==> config.mk <==
export PLATFORM = sky130hd
export DESIGN_NAME = pms_top
export DESIGN_NICKNAME = d
export VERILOG_FILES = /design/src/common/pms_pkg.sv /design/src/pms_sync.sv /design/src/pms_top.sv
export VERILOG_INCLUDE_DIRS = /design/src /design/src/common
export SDC_FILE = /design/constraint.sdc
export NUM_CORES = 1
export LEC_CHECK = 0
export ABC_AREA = 1
export BUFFER_PORTS_ARGS = -buffer_cell sky130_fd_sc_hd__buf_2
export CAP_MARGIN = 20
export CORE_ASPECT_RATIO = 0.5
export CORE_MARGIN = 10
export CORE_UTILIZATION = 55
export CTS_CLUSTER_DIAMETER = 30
export DETAILED_ROUTE_END_ITERATION = 7
export PLACE_DENSITY_LB_ADDON = 0.1
export SKIP_LAST_GASP = 1
export SLEW_MARGIN = 20
export SYNTH_ARGS = -nofsm -noshare
export SYNTH_HDL_FRONTEND = slang
export SYNTH_SLANG_ARGS = --single-unit
==> constraint.sdc <==
create_clock -name sys_clk -period 2.5 [get_ports sys_clk]
set_input_delay 0.25 -clock sys_clk [delete_from_list [all_inputs] [get_ports sys_clk]]
set_output_delay 0.25 -clock sys_clk [all_outputs]
set_load 0.01 [all_outputs]
==> src/common/pms_cfg.svh <==
/*
 Timing counts and field constants for the phase and mode selector.
 Assumes a 100 MHz system clock; included by its bare name.
*/
`ifndef PMS_CFG_SVH
`define PMS_CFG_SVH
`define PMS_CLK_MHZ 100
`define PMS_MASK_US 130
`define PMS_MASK_CYC (`PMS_MASK_US * `PMS_CLK_MHZ)
`define PMS_AXI_OKAY 2'h0
`define PMS_AXI_SLVERR 2'h2
`define PMS_ADDR_CTRL 8'h00
`define PMS_ADDR_STAT 8'h04
`define PMS_ADDR_DIV 8'h08
`define PMS_ADDR_RAMP 8'h0C
`define PMS_CTRL_RST 32'h0000_0000
`define PMS_DIV_RST 16'h0064
`define PMS_RAMP_RST 16'h0032
`define PMS_VID_RST 7'h00
`define PMS_VID_LSB 0
`define PMS_VID_MSB 6
`define PMS_DIVSEL_LSB 0
`define PMS_DIVSEL_MSB 15
`define PMS_SYNC_DEPTH 3
`endif

==> src/common/pms_pkg.sv <==
/*
 Types shared by the phase and mode selector.
 Assumes pms_cfg.svh supplies the numeric constants.
*/
package pms_pkg;
    typedef enum logic [1:0] {
        PMS_PWM_CCM = 2'h0,
        PMS_RPM_CCM = 2'h1,
        PMS_RPM_AUTO = 2'h2
    } pms_mode_t;
    typedef enum logic [1:0] {
        PMS_RIP_IDLE = 2'h0,
        PMS_RIP_HIGH = 2'h1
    } pms_rip_t;
endpackage

==> src/pms_sync.sv <==
/*
 Three-stage input synchroniser with agreement filter.
 Assumes asynchronous inputs; output changes once stages two and three agree.
*/
`include "pms_cfg.svh"
module pms_sync #(
    parameter int W = 1
) (
    // Clock and reset
    input wire logic sys_clk,
    input wire logic rst_n,
    // Data
    input wire logic [W-1:0] din,
    output logic [W-1:0] dout
);
    logic [W-1:0] s1_ff;
    logic [W-1:0] s2_ff;
    logic [W-1:0] s3_ff;
    logic [W-1:0] q_ff;
    always_ff @(posedge sys_clk or negedge rst_n) begin
        if (!rst_n) begin
            s1_ff <= '0;
            s2_ff <= '0;
            s3_ff <= '0;
        end else begin
            s1_ff <= din;
            s2_ff <= s1_ff;
            s3_ff <= s2_ff;
        end
    end
    genvar i;
    generate
        for (i = 0; i < W; i++) begin : g_b
            always_ff @(posedge sys_clk or negedge rst_n) begin
                if (!rst_n) begin
                    q_ff[i] <= 1'b0;
                end else if (s2_ff[i] == s3_ff[i]) begin
                    q_ff[i] <= s3_ff[i];
                end
            end
        end
    endgenerate
    assign dout = q_ff;
endmodule

==> src/pms_top.sv <==
/*
 Phase-count and control-method selector for a two-phase buck controller,
 with an AXI4-Lite register slave.
 Assumes analog comparators arrive as asynchronous digital levels, and that
 the power stage honours the drive and low-side-off outputs.
*/
`include "pms_cfg.svh"
module pms_top
    import pms_pkg::*;
#(
    parameter int MASK_CYC = `PMS_MASK_CYC,
    parameter int DIV_W = 16
) (
    // Clock and reset
    input wire logic sys_clk,
    input wire logic rst_n,
    // Pins from CPU and board
    input wire logic phase_count_strap,
    input wire logic light_load_indicator_n,
    input wire logic deeper_sleep_request,
    input wire logic [6:0] vid_code,
    // Analog comparator levels
    input wire logic current_limit,
    input wire logic ripple_threshold_pin,
    input wire logic ramp_reached,
    input wire logic zero_current,
    input wire logic pwm_end_one,
    input wire logic pwm_end_two,
    input wire logic output_ok_raw,
    // Power stage drive
    output logic high_side_drive_one,
    output logic high_side_drive_two,
    output logic low_side_off,
    output logic ramp_start,
    output logic dual_phase,
    output logic [1:0] op_mode,
    output logic vid_transient,
    output logic output_in_range,
    // AXI4-Lite slave
    input wire logic [7:0] s_axi_awaddr,
    input wire logic s_axi_awvalid,
    output logic s_axi_awready,
    input wire logic [31:0] s_axi_wdata,
    input wire logic [3:0] s_axi_wstrb,
    input wire logic s_axi_wvalid,
    output logic s_axi_wready,
    output logic [1:0] s_axi_bresp,
    output logic s_axi_bvalid,
    input wire logic s_axi_bready,
    input wire logic [7:0] s_axi_araddr,
    input wire logic s_axi_arvalid,
    output logic s_axi_arready,
    output logic [31:0] s_axi_rdata,
    output logic [1:0] s_axi_rresp,
    output logic s_axi_rvalid,
    input wire logic s_axi_rready
);
    localparam int NS = 17;
    logic [NS-1:0] sy;
    logic strap_s, lli_n_s, dslp_s, ilim_s, rip_s, rmp_s, zc_s;
    logic pe1_s, pe2_s, ok_s;
    logic [6:0] vid_s;
    pms_sync #(.W(NS)) u_sync (
        .sys_clk(sys_clk),
        .rst_n(rst_n),
        .din({phase_count_strap, light_load_indicator_n,
              deeper_sleep_request, current_limit, ripple_threshold_pin,
              ramp_reached, zero_current, pwm_end_one, pwm_end_two,
              output_ok_raw, vid_code}),
        .dout(sy)
    );
    assign {strap_s, lli_n_s, dslp_s, ilim_s, rip_s, rmp_s, zc_s,
            pe1_s, pe2_s, ok_s, vid_s} = sy;

    // Software registers
    logic [DIV_W-1:0] div_hi_ff;
    logic [DIV_W-1:0] div_lo_ff;
    logic [31:0] ctrl_ff;
    logic force_single;
    assign force_single = ctrl_ff[0];

    // Transient detection and power-good mask
    logic [6:0] vid_prev_ff;
    logic dslp_prev_ff;
    logic [31:0] mask_cnt_ff;
    logic change;
    assign change = (vid_s != vid_prev_ff) || (dslp_s != dslp_prev_ff);
    always_ff @(posedge sys_clk or negedge rst_n) begin
        if (!rst_n) begin
            vid_prev_ff <= `PMS_VID_RST;
            dslp_prev_ff <= 1'b0;
        end else begin
            vid_prev_ff <= vid_s;
            dslp_prev_ff <= dslp_s;
        end
    end
    always_ff @(posedge sys_clk or negedge rst_n) begin
        if (!rst_n) begin
            mask_cnt_ff <= '0;
        end else if (change) begin
            mask_cnt_ff <= 32'(MASK_CYC);
        end else if (mask_cnt_ff != '0) begin
            mask_cnt_ff <= mask_cnt_ff - 32'h1;
        end
    end
    logic trans;
    assign trans = (mask_cnt_ff != '0) || change;
    always_ff @(posedge sys_clk or negedge rst_n) begin
        if (!rst_n) begin
            output_in_range <= 1'b0;
            vid_transient <= 1'b0;
        end else begin
            output_in_range <= ok_s && !trans;
            vid_transient <= trans;
        end
    end

    // Selection table
    logic nxt_dual;
    pms_mode_t nxt_mode;
    always_comb begin
        nxt_dual = 1'b0;
        nxt_mode = PMS_PWM_CCM;
        if (trans) begin
            nxt_dual = !strap_s && !force_single;
        end else if (lli_n_s && !dslp_s) begin
            nxt_dual = !strap_s && !force_single;
        end else if (ilim_s) begin
            nxt_mode = PMS_PWM_CCM;
        end else if (dslp_s) begin
            nxt_mode = PMS_RPM_AUTO;
        end else begin
            nxt_mode = PMS_RPM_CCM;
        end
        if (strap_s) begin
            nxt_dual = 1'b0;
        end
    end

    // Master clock and phase counter
    logic [DIV_W-1:0] clk_cnt_ff;
    logic phase_sel_ff;
    logic tick;
    logic [DIV_W-1:0] div_now;
    assign div_now = vid_s[`PMS_VID_MSB] ? div_hi_ff : div_lo_ff;
    assign tick = (clk_cnt_ff >= div_now);
    always_ff @(posedge sys_clk or negedge rst_n) begin
        if (!rst_n) begin
            clk_cnt_ff <= '0;
        end else if (tick) begin
            clk_cnt_ff <= '0;
        end else begin
            clk_cnt_ff <= clk_cnt_ff + 1'b1;
        end
    end
    always_ff @(posedge sys_clk or negedge rst_n) begin
        if (!rst_n) begin
            phase_sel_ff <= 1'b0;
        end else if (tick) begin
            phase_sel_ff <= dual_phase ? !phase_sel_ff : 1'b0;
        end
    end

    // Applied mode, updated only at cycle boundaries
    pms_mode_t mode_ff;
    logic dual_ff;
    logic boundary;
    logic rip_edge;
    pms_rip_t rip_st_ff;
    // No mode switch in the cycle a new ripple cycle starts
    assign boundary = (mode_ff == PMS_PWM_CCM) ? tick
                    : (rip_st_ff == PMS_RIP_IDLE) && !rip_edge;
    always_ff @(posedge sys_clk or negedge rst_n) begin
        if (!rst_n) begin
            mode_ff <= PMS_PWM_CCM;
            dual_ff <= 1'b0;
        end else if (boundary) begin
            mode_ff <= nxt_mode;
            dual_ff <= nxt_dual;
        end
    end
    assign dual_phase = dual_ff;
    assign op_mode = mode_ff;

    // Drives; each phase ends on its own modulator output
    logic hs1_ff, hs2_ff, lso_ff, rs_ff;
    logic rip_prev_ff;
    assign rip_edge = rip_s && !rip_prev_ff;
    always_ff @(posedge sys_clk or negedge rst_n) begin
        if (!rst_n) begin
            rip_prev_ff <= 1'b0;
        end else begin
            rip_prev_ff <= rip_s;
        end
    end
    always_ff @(posedge sys_clk or negedge rst_n) begin
        if (!rst_n) begin
            rip_st_ff <= PMS_RIP_IDLE;
        end else if (mode_ff == PMS_PWM_CCM) begin
            rip_st_ff <= PMS_RIP_IDLE;
        end else begin
            unique case (rip_st_ff)
                PMS_RIP_IDLE: begin
                    if (rip_s && !rip_prev_ff) begin
                        rip_st_ff <= PMS_RIP_HIGH;
                    end
                end
                PMS_RIP_HIGH: begin
                    if (rmp_s) begin
                        rip_st_ff <= PMS_RIP_IDLE;
                    end
                end
                default: rip_st_ff <= PMS_RIP_IDLE;
            endcase
        end
    end
    always_ff @(posedge sys_clk or negedge rst_n) begin
        if (!rst_n) begin
            hs1_ff <= 1'b0;
        end else if (mode_ff != PMS_PWM_CCM) begin
            hs1_ff <= (rip_st_ff == PMS_RIP_IDLE) ? (rip_s && !rip_prev_ff)
                    : !rmp_s;
        end else if (tick && !phase_sel_ff) begin
            hs1_ff <= 1'b1;
        end else if (pe1_s) begin
            hs1_ff <= 1'b0;
        end
    end
    always_ff @(posedge sys_clk or negedge rst_n) begin
        if (!rst_n) begin
            hs2_ff <= 1'b0;
        end else if (!dual_ff || mode_ff != PMS_PWM_CCM) begin
            hs2_ff <= 1'b0;
        end else if (tick && phase_sel_ff) begin
            hs2_ff <= 1'b1;
        end else if (pe2_s) begin
            hs2_ff <= 1'b0;
        end
    end
    always_ff @(posedge sys_clk or negedge rst_n) begin
        if (!rst_n) begin
            lso_ff <= 1'b0;
            rs_ff <= 1'b0;
        end else begin
            // Low side only released in auto mode while high side is off
            lso_ff <= (mode_ff == PMS_RPM_AUTO) && zc_s && !hs1_ff;
            rs_ff <= (mode_ff != PMS_PWM_CCM) && (rip_st_ff == PMS_RIP_IDLE)
                  && rip_s && !rip_prev_ff;
        end
    end
    assign high_side_drive_one = hs1_ff;
    assign high_side_drive_two = hs2_ff;
    assign low_side_off = lso_ff;
    assign ramp_start = rs_ff;

    // AXI4-Lite write path; address and data taken in either order
    logic aw_ok_ff, w_ok_ff, bv_ff;
    logic ws_ff;
    logic [7:0] aw_ff;
    logic [31:0] wd_ff;
    logic [1:0] br_ff;
    assign s_axi_awready = !aw_ok_ff && !bv_ff;
    assign s_axi_wready = !w_ok_ff && !bv_ff;
    always_ff @(posedge sys_clk or negedge rst_n) begin
        if (!rst_n) begin
            aw_ok_ff <= 1'b0;
            w_ok_ff <= 1'b0;
            aw_ff <= '0;
            wd_ff <= '0;
            ws_ff <= 1'b0;
        end else if (aw_ok_ff && w_ok_ff) begin
            aw_ok_ff <= 1'b0;
            w_ok_ff <= 1'b0;
        end else begin
            if (s_axi_awvalid && s_axi_awready) begin
                aw_ok_ff <= 1'b1;
                aw_ff <= s_axi_awaddr;
            end
            if (s_axi_wvalid && s_axi_wready) begin
                w_ok_ff <= 1'b1;
                wd_ff <= s_axi_wdata;
                // Strobes are only valid with the data beat
                ws_ff <= (s_axi_wstrb != 4'h0);
            end
        end
    end
    logic wr_go;
    assign wr_go = aw_ok_ff && w_ok_ff;
    always_ff @(posedge sys_clk or negedge rst_n) begin
        if (!rst_n) begin
            ctrl_ff <= `PMS_CTRL_RST;
            div_hi_ff <= DIV_W'(`PMS_DIV_RST);
            div_lo_ff <= DIV_W'(`PMS_DIV_RST) + DIV_W'(`PMS_DIV_RST);
        end else if (wr_go && ws_ff) begin
            if (aw_ff == `PMS_ADDR_CTRL) begin
                ctrl_ff <= {31'h0, wd_ff[0]};
            end
            if (aw_ff == `PMS_ADDR_DIV) begin
                div_hi_ff <= wd_ff[`PMS_DIVSEL_MSB:`PMS_DIVSEL_LSB];
            end
            if (aw_ff == `PMS_ADDR_RAMP) begin
                div_lo_ff <= wd_ff[`PMS_DIVSEL_MSB:`PMS_DIVSEL_LSB];
            end
        end
    end
    always_ff @(posedge sys_clk or negedge rst_n) begin
        if (!rst_n) begin
            bv_ff <= 1'b0;
            br_ff <= `PMS_AXI_OKAY;
        end else if (wr_go) begin
            bv_ff <= 1'b1;
            br_ff <= (aw_ff == `PMS_ADDR_CTRL || aw_ff == `PMS_ADDR_DIV
                   || aw_ff == `PMS_ADDR_RAMP) ? `PMS_AXI_OKAY
                   : `PMS_AXI_SLVERR;
        end else if (s_axi_bready) begin
            bv_ff <= 1'b0;
        end
    end
    assign s_axi_bvalid = bv_ff;
    assign s_axi_bresp = br_ff;

    // AXI4-Lite read path
    logic rv_ff;
    logic [31:0] rd_ff;
    logic [1:0] rr_ff;
    assign s_axi_arready = !rv_ff;
    always_ff @(posedge sys_clk or negedge rst_n) begin
        if (!rst_n) begin
            rv_ff <= 1'b0;
            rd_ff <= '0;
            rr_ff <= `PMS_AXI_OKAY;
        end else if (s_axi_arvalid && !rv_ff) begin
            rv_ff <= 1'b1;
            rr_ff <= `PMS_AXI_OKAY;
            unique case (s_axi_araddr)
                `PMS_ADDR_CTRL: rd_ff <= ctrl_ff;
                `PMS_ADDR_STAT: rd_ff <= {21'h0, vid_s, trans, mode_ff,
                                          dual_ff};
                `PMS_ADDR_DIV: rd_ff <= 32'(div_hi_ff);
                `PMS_ADDR_RAMP: rd_ff <= 32'(div_lo_ff);
                default: begin
                    rd_ff <= '0;
                    rr_ff <= `PMS_AXI_SLVERR;
                end
            endcase
        end else if (s_axi_rready) begin
            rv_ff <= 1'b0;
        end
    end
    assign s_axi_rvalid = rv_ff;
    assign s_axi_rdata = rd_ff;
    assign s_axi_rresp = rr_ff;
endmodule
# --- Yosys cells after proc, flatten, opt, wreduce, memory -nomap -nowiden ---
# Cells that the tools add are included.
op_classes:
  add_sub_neg: 2
  n_eq_ne: 28
  mux: 35
  n_reduce_logical: 59
  bitwise: 1
  order_cmp: 1
ops:
  columns: ["op", "count"]
  rows:
  - ["$mux 32", 2]
  - ["$pmux 16 s4", 1]
  - ["$eq 8x4->1 const B", 4]
  - ["$mux 16", 2]
  - ["$reduce_bool 32->1", 1]
  - ["$sub 32x1->32 const B", 1]
  - ["$mux 1", 20]
  - ["$logic_and 1x1->1", 19]
  - ["$mux 2", 9]
  - ["$eq 1x1->1", 17]
  - ["$add 16x1->16 const B", 1]
  - ["$ge 16x16->1", 1]
  - ["$logic_not 8->1", 2]
  - ["$logic_not 1->1", 14]
  - ["$reduce_and 2->1", 6]
  - ["$reduce_bool 2->1", 6]
  - ["$eq 8x3->1 const B", 1]
  - ["$ne 7x7->1", 1]
  - ["$reduce_bool 3->1", 2]
  - ["$logic_or 1x1->1", 5]
  - ["$logic_not 2->1", 2]
  - ["$pmux 2 s2", 1]
  - ["$reduce_bool 4->1", 1]
  - ["$reduce_or 4->1", 1]
  - ["other kinds (6)", 6]
word_totals:
  output_inout_bits: 50
  reg_bits: 235
  in_bits: 76
  elab_cells: 174

# --- Logic depth before layout (Yosys ltp) ---
logic_depth:
  word_depth: 5
  depth_mapped: 17
  mapped_depth_nobuf: 16

# --- By module ---
# A second synthesis with hierarchy kept.
unflattened:
  hier_cells: 1099
  hier_area_um2: 9658.0
by_module_without_submodules:
  columns: ["mod", "area_each_um2", "seq_area_each_um2", "instances", "cells_per_inst"]
  rows:
  - ["pms_top", 7679.9, 3711.1, 1, 963]
  - ["pms_sync", 1978.1, 1701.6, 1, 136]

# --- Worst setup path before layout ---
# OpenSTA, ideal clock, no wires.
synth_timing:
  path_kind: "reg-to-reg"
  startpoint: "reg u_sync.q_ff[6] (netlist: u_sync.dout[6])"
  endpoint: "reg mode_ff[0] (netlist: op_mode[0])"
  n_path_buf: 2
  t_required_ps: 2383
  period_less_slack_ps: 2188
  path_stages_with_launch: 17
  setup_ps: 117
  t_arrival_ps: 2071
  path_slack_ps: 312
  path_cell_list: "dfrtp_1 buf_6 clkbuf_1 mux2i_1 ha_1 nand2_1 nor2_1 nand2_1 nand2_1 nor2_1 nand2_1 nand2_1 nand2_1 nand2_1 nand2_1 nand2_1 nand2_1"
synth_between:
  elab_chain_len: 4
  word_cells_on_any_way: 7
  classes_between: "order compare (1); eq/ne (1); mux (3); reduce/logical (2)"
synth_rtl:
  columns: ["element", "line_no", "rtl"]
  rows:
  - ["from (decl)", "pms_sync.sv:19", "logic [W-1:0] q_ff;"]
  - ["from (signal, indexed assignment)", "pms_sync.sv:38", "q_ff[i] <= s3_ff[i];"]
  - ["branches (longest 4 deep; another with $ge 16x16->1)", null, null]
  - ["to (signal assigned)", "pms_top.sv:178", "mode_ff <= nxt_mode;"]
  - ["to (decl)", "pms_top.sv:165", "pms_mode_t mode_ff;"]
# Parallel ways; which one is timed is not known.
# A chain may end at the register's enable or synchronous reset.

# --- Final worst setup path ---
layout_timing:
  startpoint: "reg u_sync.q_ff[6] (netlist: u_sync.dout[6])"
  endpoint: "reg phase_sel_ff"
layout_between:
  elab_chain_len: 2
layout_rtl:
  columns: ["element", "line_no", "rtl"]
  rows:
  - ["$mux 16", "pms_top.sv:145", "assign div_now = vid_s[`PMS_VID_MSB] ? div_hi_ff : div_lo_ff;"]
  - ["$ge 16x16->1", "pms_top.sv:146", "assign tick = (clk_cnt_ff >= div_now);"]
  - ["to (signal assigned)", "pms_top.sv:160", "phase_sel_ff <= dual_phase ? !phase_sel_ff : 1'b0;"]
  - ["to (decl)", "pms_top.sv:142", "logic phase_sel_ff;"]
# Every way passes these cells.

==> results.yml <==
logic_synthesis:
  async_reset_ff_share_pct: 100
  synth_edf_count: 0
  syn_area_sq_um: 9510
  ys_seq_elements: 216
  synth_common_cells: "nand2_1, dfrtp_1, nor2_1"
  synthMuxAreaShare_pct: 1.78
  synth_top_area_share_pct: 55.2
  synth_cells: 1035
  synthAdderAreaFrac_pct: 4.16
  synth_compound_area_share_pct: 6.91
  synth.most_common_cell: "nand2_1"
  ys_top_cells_by_area: "dfrtp_1, nand2_1, nor2_1"
  ys.warnings.count: 0
  synthFlopType: "dfrtp_1"
  yosysTopAreaCell: "dfrtp_1"
  yosys.area_share.simple_pct: 22.0
  synth_cell_types: 46
  syn_area_per_cell_sq_um: 9.19
  synth_top_family_by_area: "simple AND/OR/NAND/NOR gates"
  ys_seq_area_share_pct: 56.9
  synth-xor-area-share_pct: 1.01
sta:
  period_minus_slack_ns: 2.27
  worst_pin_slew_ns: 0.753
  clock.fmax_mhz: 440
  hold_viol_final: 0
  setup_viol: 0
  finClkSkew_ns: 0.00765
  slew_violations: 0
  timing.final.crit_share_pct: 91.0
  max_slew_margin_pct: 49.4
power:
  pwr-share-clk_pct: 41.4
  switching_share_pct: 29.3
  irDropWorstVdd_mv: 0.720
  p_switching_mw: 2.99
  p_seq_share_pct: 42.7
  totalPowerFinal_mw: 10.2
  combPwrFrac_pct: 15.9
  power.leakage_nw: 5.86
  p_int_mw: 7.20
  power_density_nw_per_um2: 872
die:
  ios: 126
  start_util_pct: 57.0
  die_w_um: 206
  die-area_sq_um: 23300
  fp-row-count: 33
  coreArea_sq_um: 16700
  die_h_um: 113
finish:
  area_growth_pct: 22.8
  fin_nets: 1288
  antennaDiodeCount: 0
  drive_gt1_share_pct: 17.7
  final_util_pct: 70.0
setup_path:
  path_cells: "buf_12 -> nand2_1 -> o21ai_0 -> ha_1 -> nand2_1 -> nor2_1 -> nand2_1 -> nand2_1 -> nor2_1 -> nand2_1 -> nand2_1 -> nand2_2 -> buf_4 -> nand3_1 -> o21ai_0"
  critPathSlowestCell: "dfrtp_2"
  crit_family: "simple AND/OR/NAND/NOR gates"
  ff2ff_path_depth: 15
  critical_path_class: "flip-flop to flip-flop"
  r2r_setup_slack_ns: 0.23
  cp.arrival_ns: 2.71
  worstPathRequired_ns: 2.94
  cp-start-kind: "flip-flop"
  worstReg2RegStart: "u_sync.dout[6]$_DFFE_PN0N_"
  cpPeakStageDelay_ns: 0.45
  crit_top_cell: "nand2_1"
  cp-end-kind: "flip-flop"
  critPathBufInv: 2
  r2r-end: "phase_sel_ff$_DFFE_PN0N_"
  cp_max_fo: 24
run_status:
  status: "finished, final reports clean"
routing:
  viasPerCell: 5.04
  ant_nets: 0
  drc: 0
  routedWlPerCell_um: 15.2
  wirelength_mm: 21.9
  num_vias: 7273
  dr.pass1.iters: 5
  drt_iter0_drc: 414
clock_network:
  root_buffer: "clkbuf_16"
  clockBufferDepth: 3
  cts_tree: "yes"
  clk_pin_slew_worst_paths_ns: 0.06
  clock_sinks: 216
  clk_latency_ns: 0.53
  cts-buffers-inserted: 29
  htree_num_levels: 1
global_route:
  grt_max_degree: 82
  grt_pass1_wl_mm: 37.0
  antenna_found_initial: 0
  grt_pass1_vias: 7521
  track_usage_pct: 19.2
  gr-total-overflow: 0
placement:
  portBuffers: 91
  post-dp-hpwl_mm: 15.1
  routabilityCongestion: 0.850
min_path:
  holdPathStages: 3
  min_from: "s_axi_wstrb[2]"
  min_to: "ws_ff$_DFFE_PN0P_"
  hold_path.class: "input pin to flip-flop"
flow_run:
  maxCapViolCount: 0
[worst register-to-register path: cells and delay by family (launching register included)]
family	cells	cell delay (ns)
buf+inv	2	0.35
fa+ha+maj	1	0.30
compound gates	2	0.18
simple gates	10	0.91
flops	1	0.45
[cells by family (layout without fill, tap and decap cells)]
logic type | after synthesis | after routing
buffers and inverters | 157 | 321
xor gates and xnor gates | 11 | 11
other | 1 | 18
muxes | 16 | 16
AOI/OAI and AO/OA | 122 | 122
adders and majority gates | 35 | 35
DFF | 216 | 216
and+or+nand+nor | 477 | 477
[worst max path at each step]
stage                                from                       end  slack [ns]  cells after the start
4_1_cts        u_sync.dout[6]$_DFFE_PN0N_    dual_phase$_DFFE_PN0P_         0.1                     15
6_report       u_sync.dout[6]$_DFFE_PN0N_  phase_sel_ff$_DFFE_PN0N_        0.23                     15
3_3_place_gp   u_sync.dout[6]$_DFFE_PN0N_    dual_phase$_DFFE_PN0P_        0.19                     15
3_5_place_dp   u_sync.dout[6]$_DFFE_PN0N_    dual_phase$_DFFE_PN0P_        0.14                     15
2_1_floorplan  u_sync.dout[6]$_DFFE_PN0N_    op_mode[0]$_DFFE_PN0P_        0.31                     16
5_1_grt        u_sync.dout[6]$_DFFE_PN0N_    dual_phase$_DFFE_PN0P_     -0.0005                     16
[area by class of cell]
class | count | area, sq um
repair buffers | 150 | 1050
well taps | 227 | 284
clock inverters | 20 | 245
fillers | 1244 | 5000
clock buffers | 33 | 761
multi-input cells | 679 | 3480
flip-flops and latches | 216 | 5410
inverters | 118 | 445
[through the flow]
step / worst slack [ns] / setup TNS (ns) / hold slack (ns) / area, sq um / instances
after floorplan: 0.312 / 0 / -0.0456 / 9580 / 1052
after global placement: 0.192 / 0 / 0.331 / 10200 / 1346
after detailed placement: 0.137 / 0 / 0.335 / 10200 / 1346
after CTS: 0.0976 / 0 / 0.00413 / 11700 / 1443
after global routing: -0.000486 / -0.000486 / 0.0577 / 11700 / 1443
final: 0.226 / 0 / 0.0156 / 11700 / 1443
[layout by cell type (no fill, tap or decap), types with 5 or more instances in the layout]
cell	count
a21oi_1	41
mux2i_1	9
nand4_1	13
dlygate4sd3_1	44
o21ai_0	61
nand3_1	47
nor2_4	7
dfrtp_1	209
nor3_1	16
nand2_1	245
ha_1	18
xor2_1	8
nand2_2	8
nor2_2	7
conb_1	18
maj3_1	17
o21ai_1	5
buf_2	90
inv_2	7
mux2_2	7
o21bai_1	7
buf_4	12
inv_1	110
nor2_1	116
clkbuf_16	29
dfstp_2	6
[power by group through the flow]
| stage | Combinational (mW) | Sequential, mW | Clock, mW |
|---|---|---|---|
| final | 1.62 | 4.35 | 4.21 |
| after floorplan | 1.06 | 4.31 | 0 |
| after detailed placement | 1.54 | 4.40 | 0 |
| after CTS | 1.61 | 4.34 | 4.27 |
| after global routing | 1.89 | 4.41 | 4.44 |
| after global placement | 1.47 | 4.38 | 0 |
[timing repair]
| item | 4_1_cts | 5_1_grt |
|---|---|---|
| endpoints found under the hold margin | 118 | 0 |
| gates resized for setup | 0 | 4 |
| hold buffers | 44 | 0 |
| buffers inserted | 0 | 0 |
| setup endpoints to repair | 0 | 19 |
[layer usage]
metal	track usage, %	share of wire [%]	up-vias
met5	0	0	-
met1	25.1	45	3510
met4	5.17	2.0	0
li1	-	-	3588
met3	3.47	4.7	39
met2	32.4	48	136
[registers in the layout, indices dropped and copies added (netlist names), 2 cells and up]
| signal | flops |
|---|---|
| clk_cnt_ff | 16 |
| aw_ff | 8 |
| u_sync.s3_ff | 17 |
| s_axi_rdata | 16 |
| u_sync.s1_ff | 17 |
| u_sync.dout | 17 |
| wd_ff | 16 |
| vid_prev_ff | 7 |
| u_sync.s2_ff | 17 |
| mask_cnt_ff | 32 |
| op_mode | 2 |
| div_hi_ff | 16 |
| div_lo_ff | 16 |
Power figures use the tool's default switching activity.
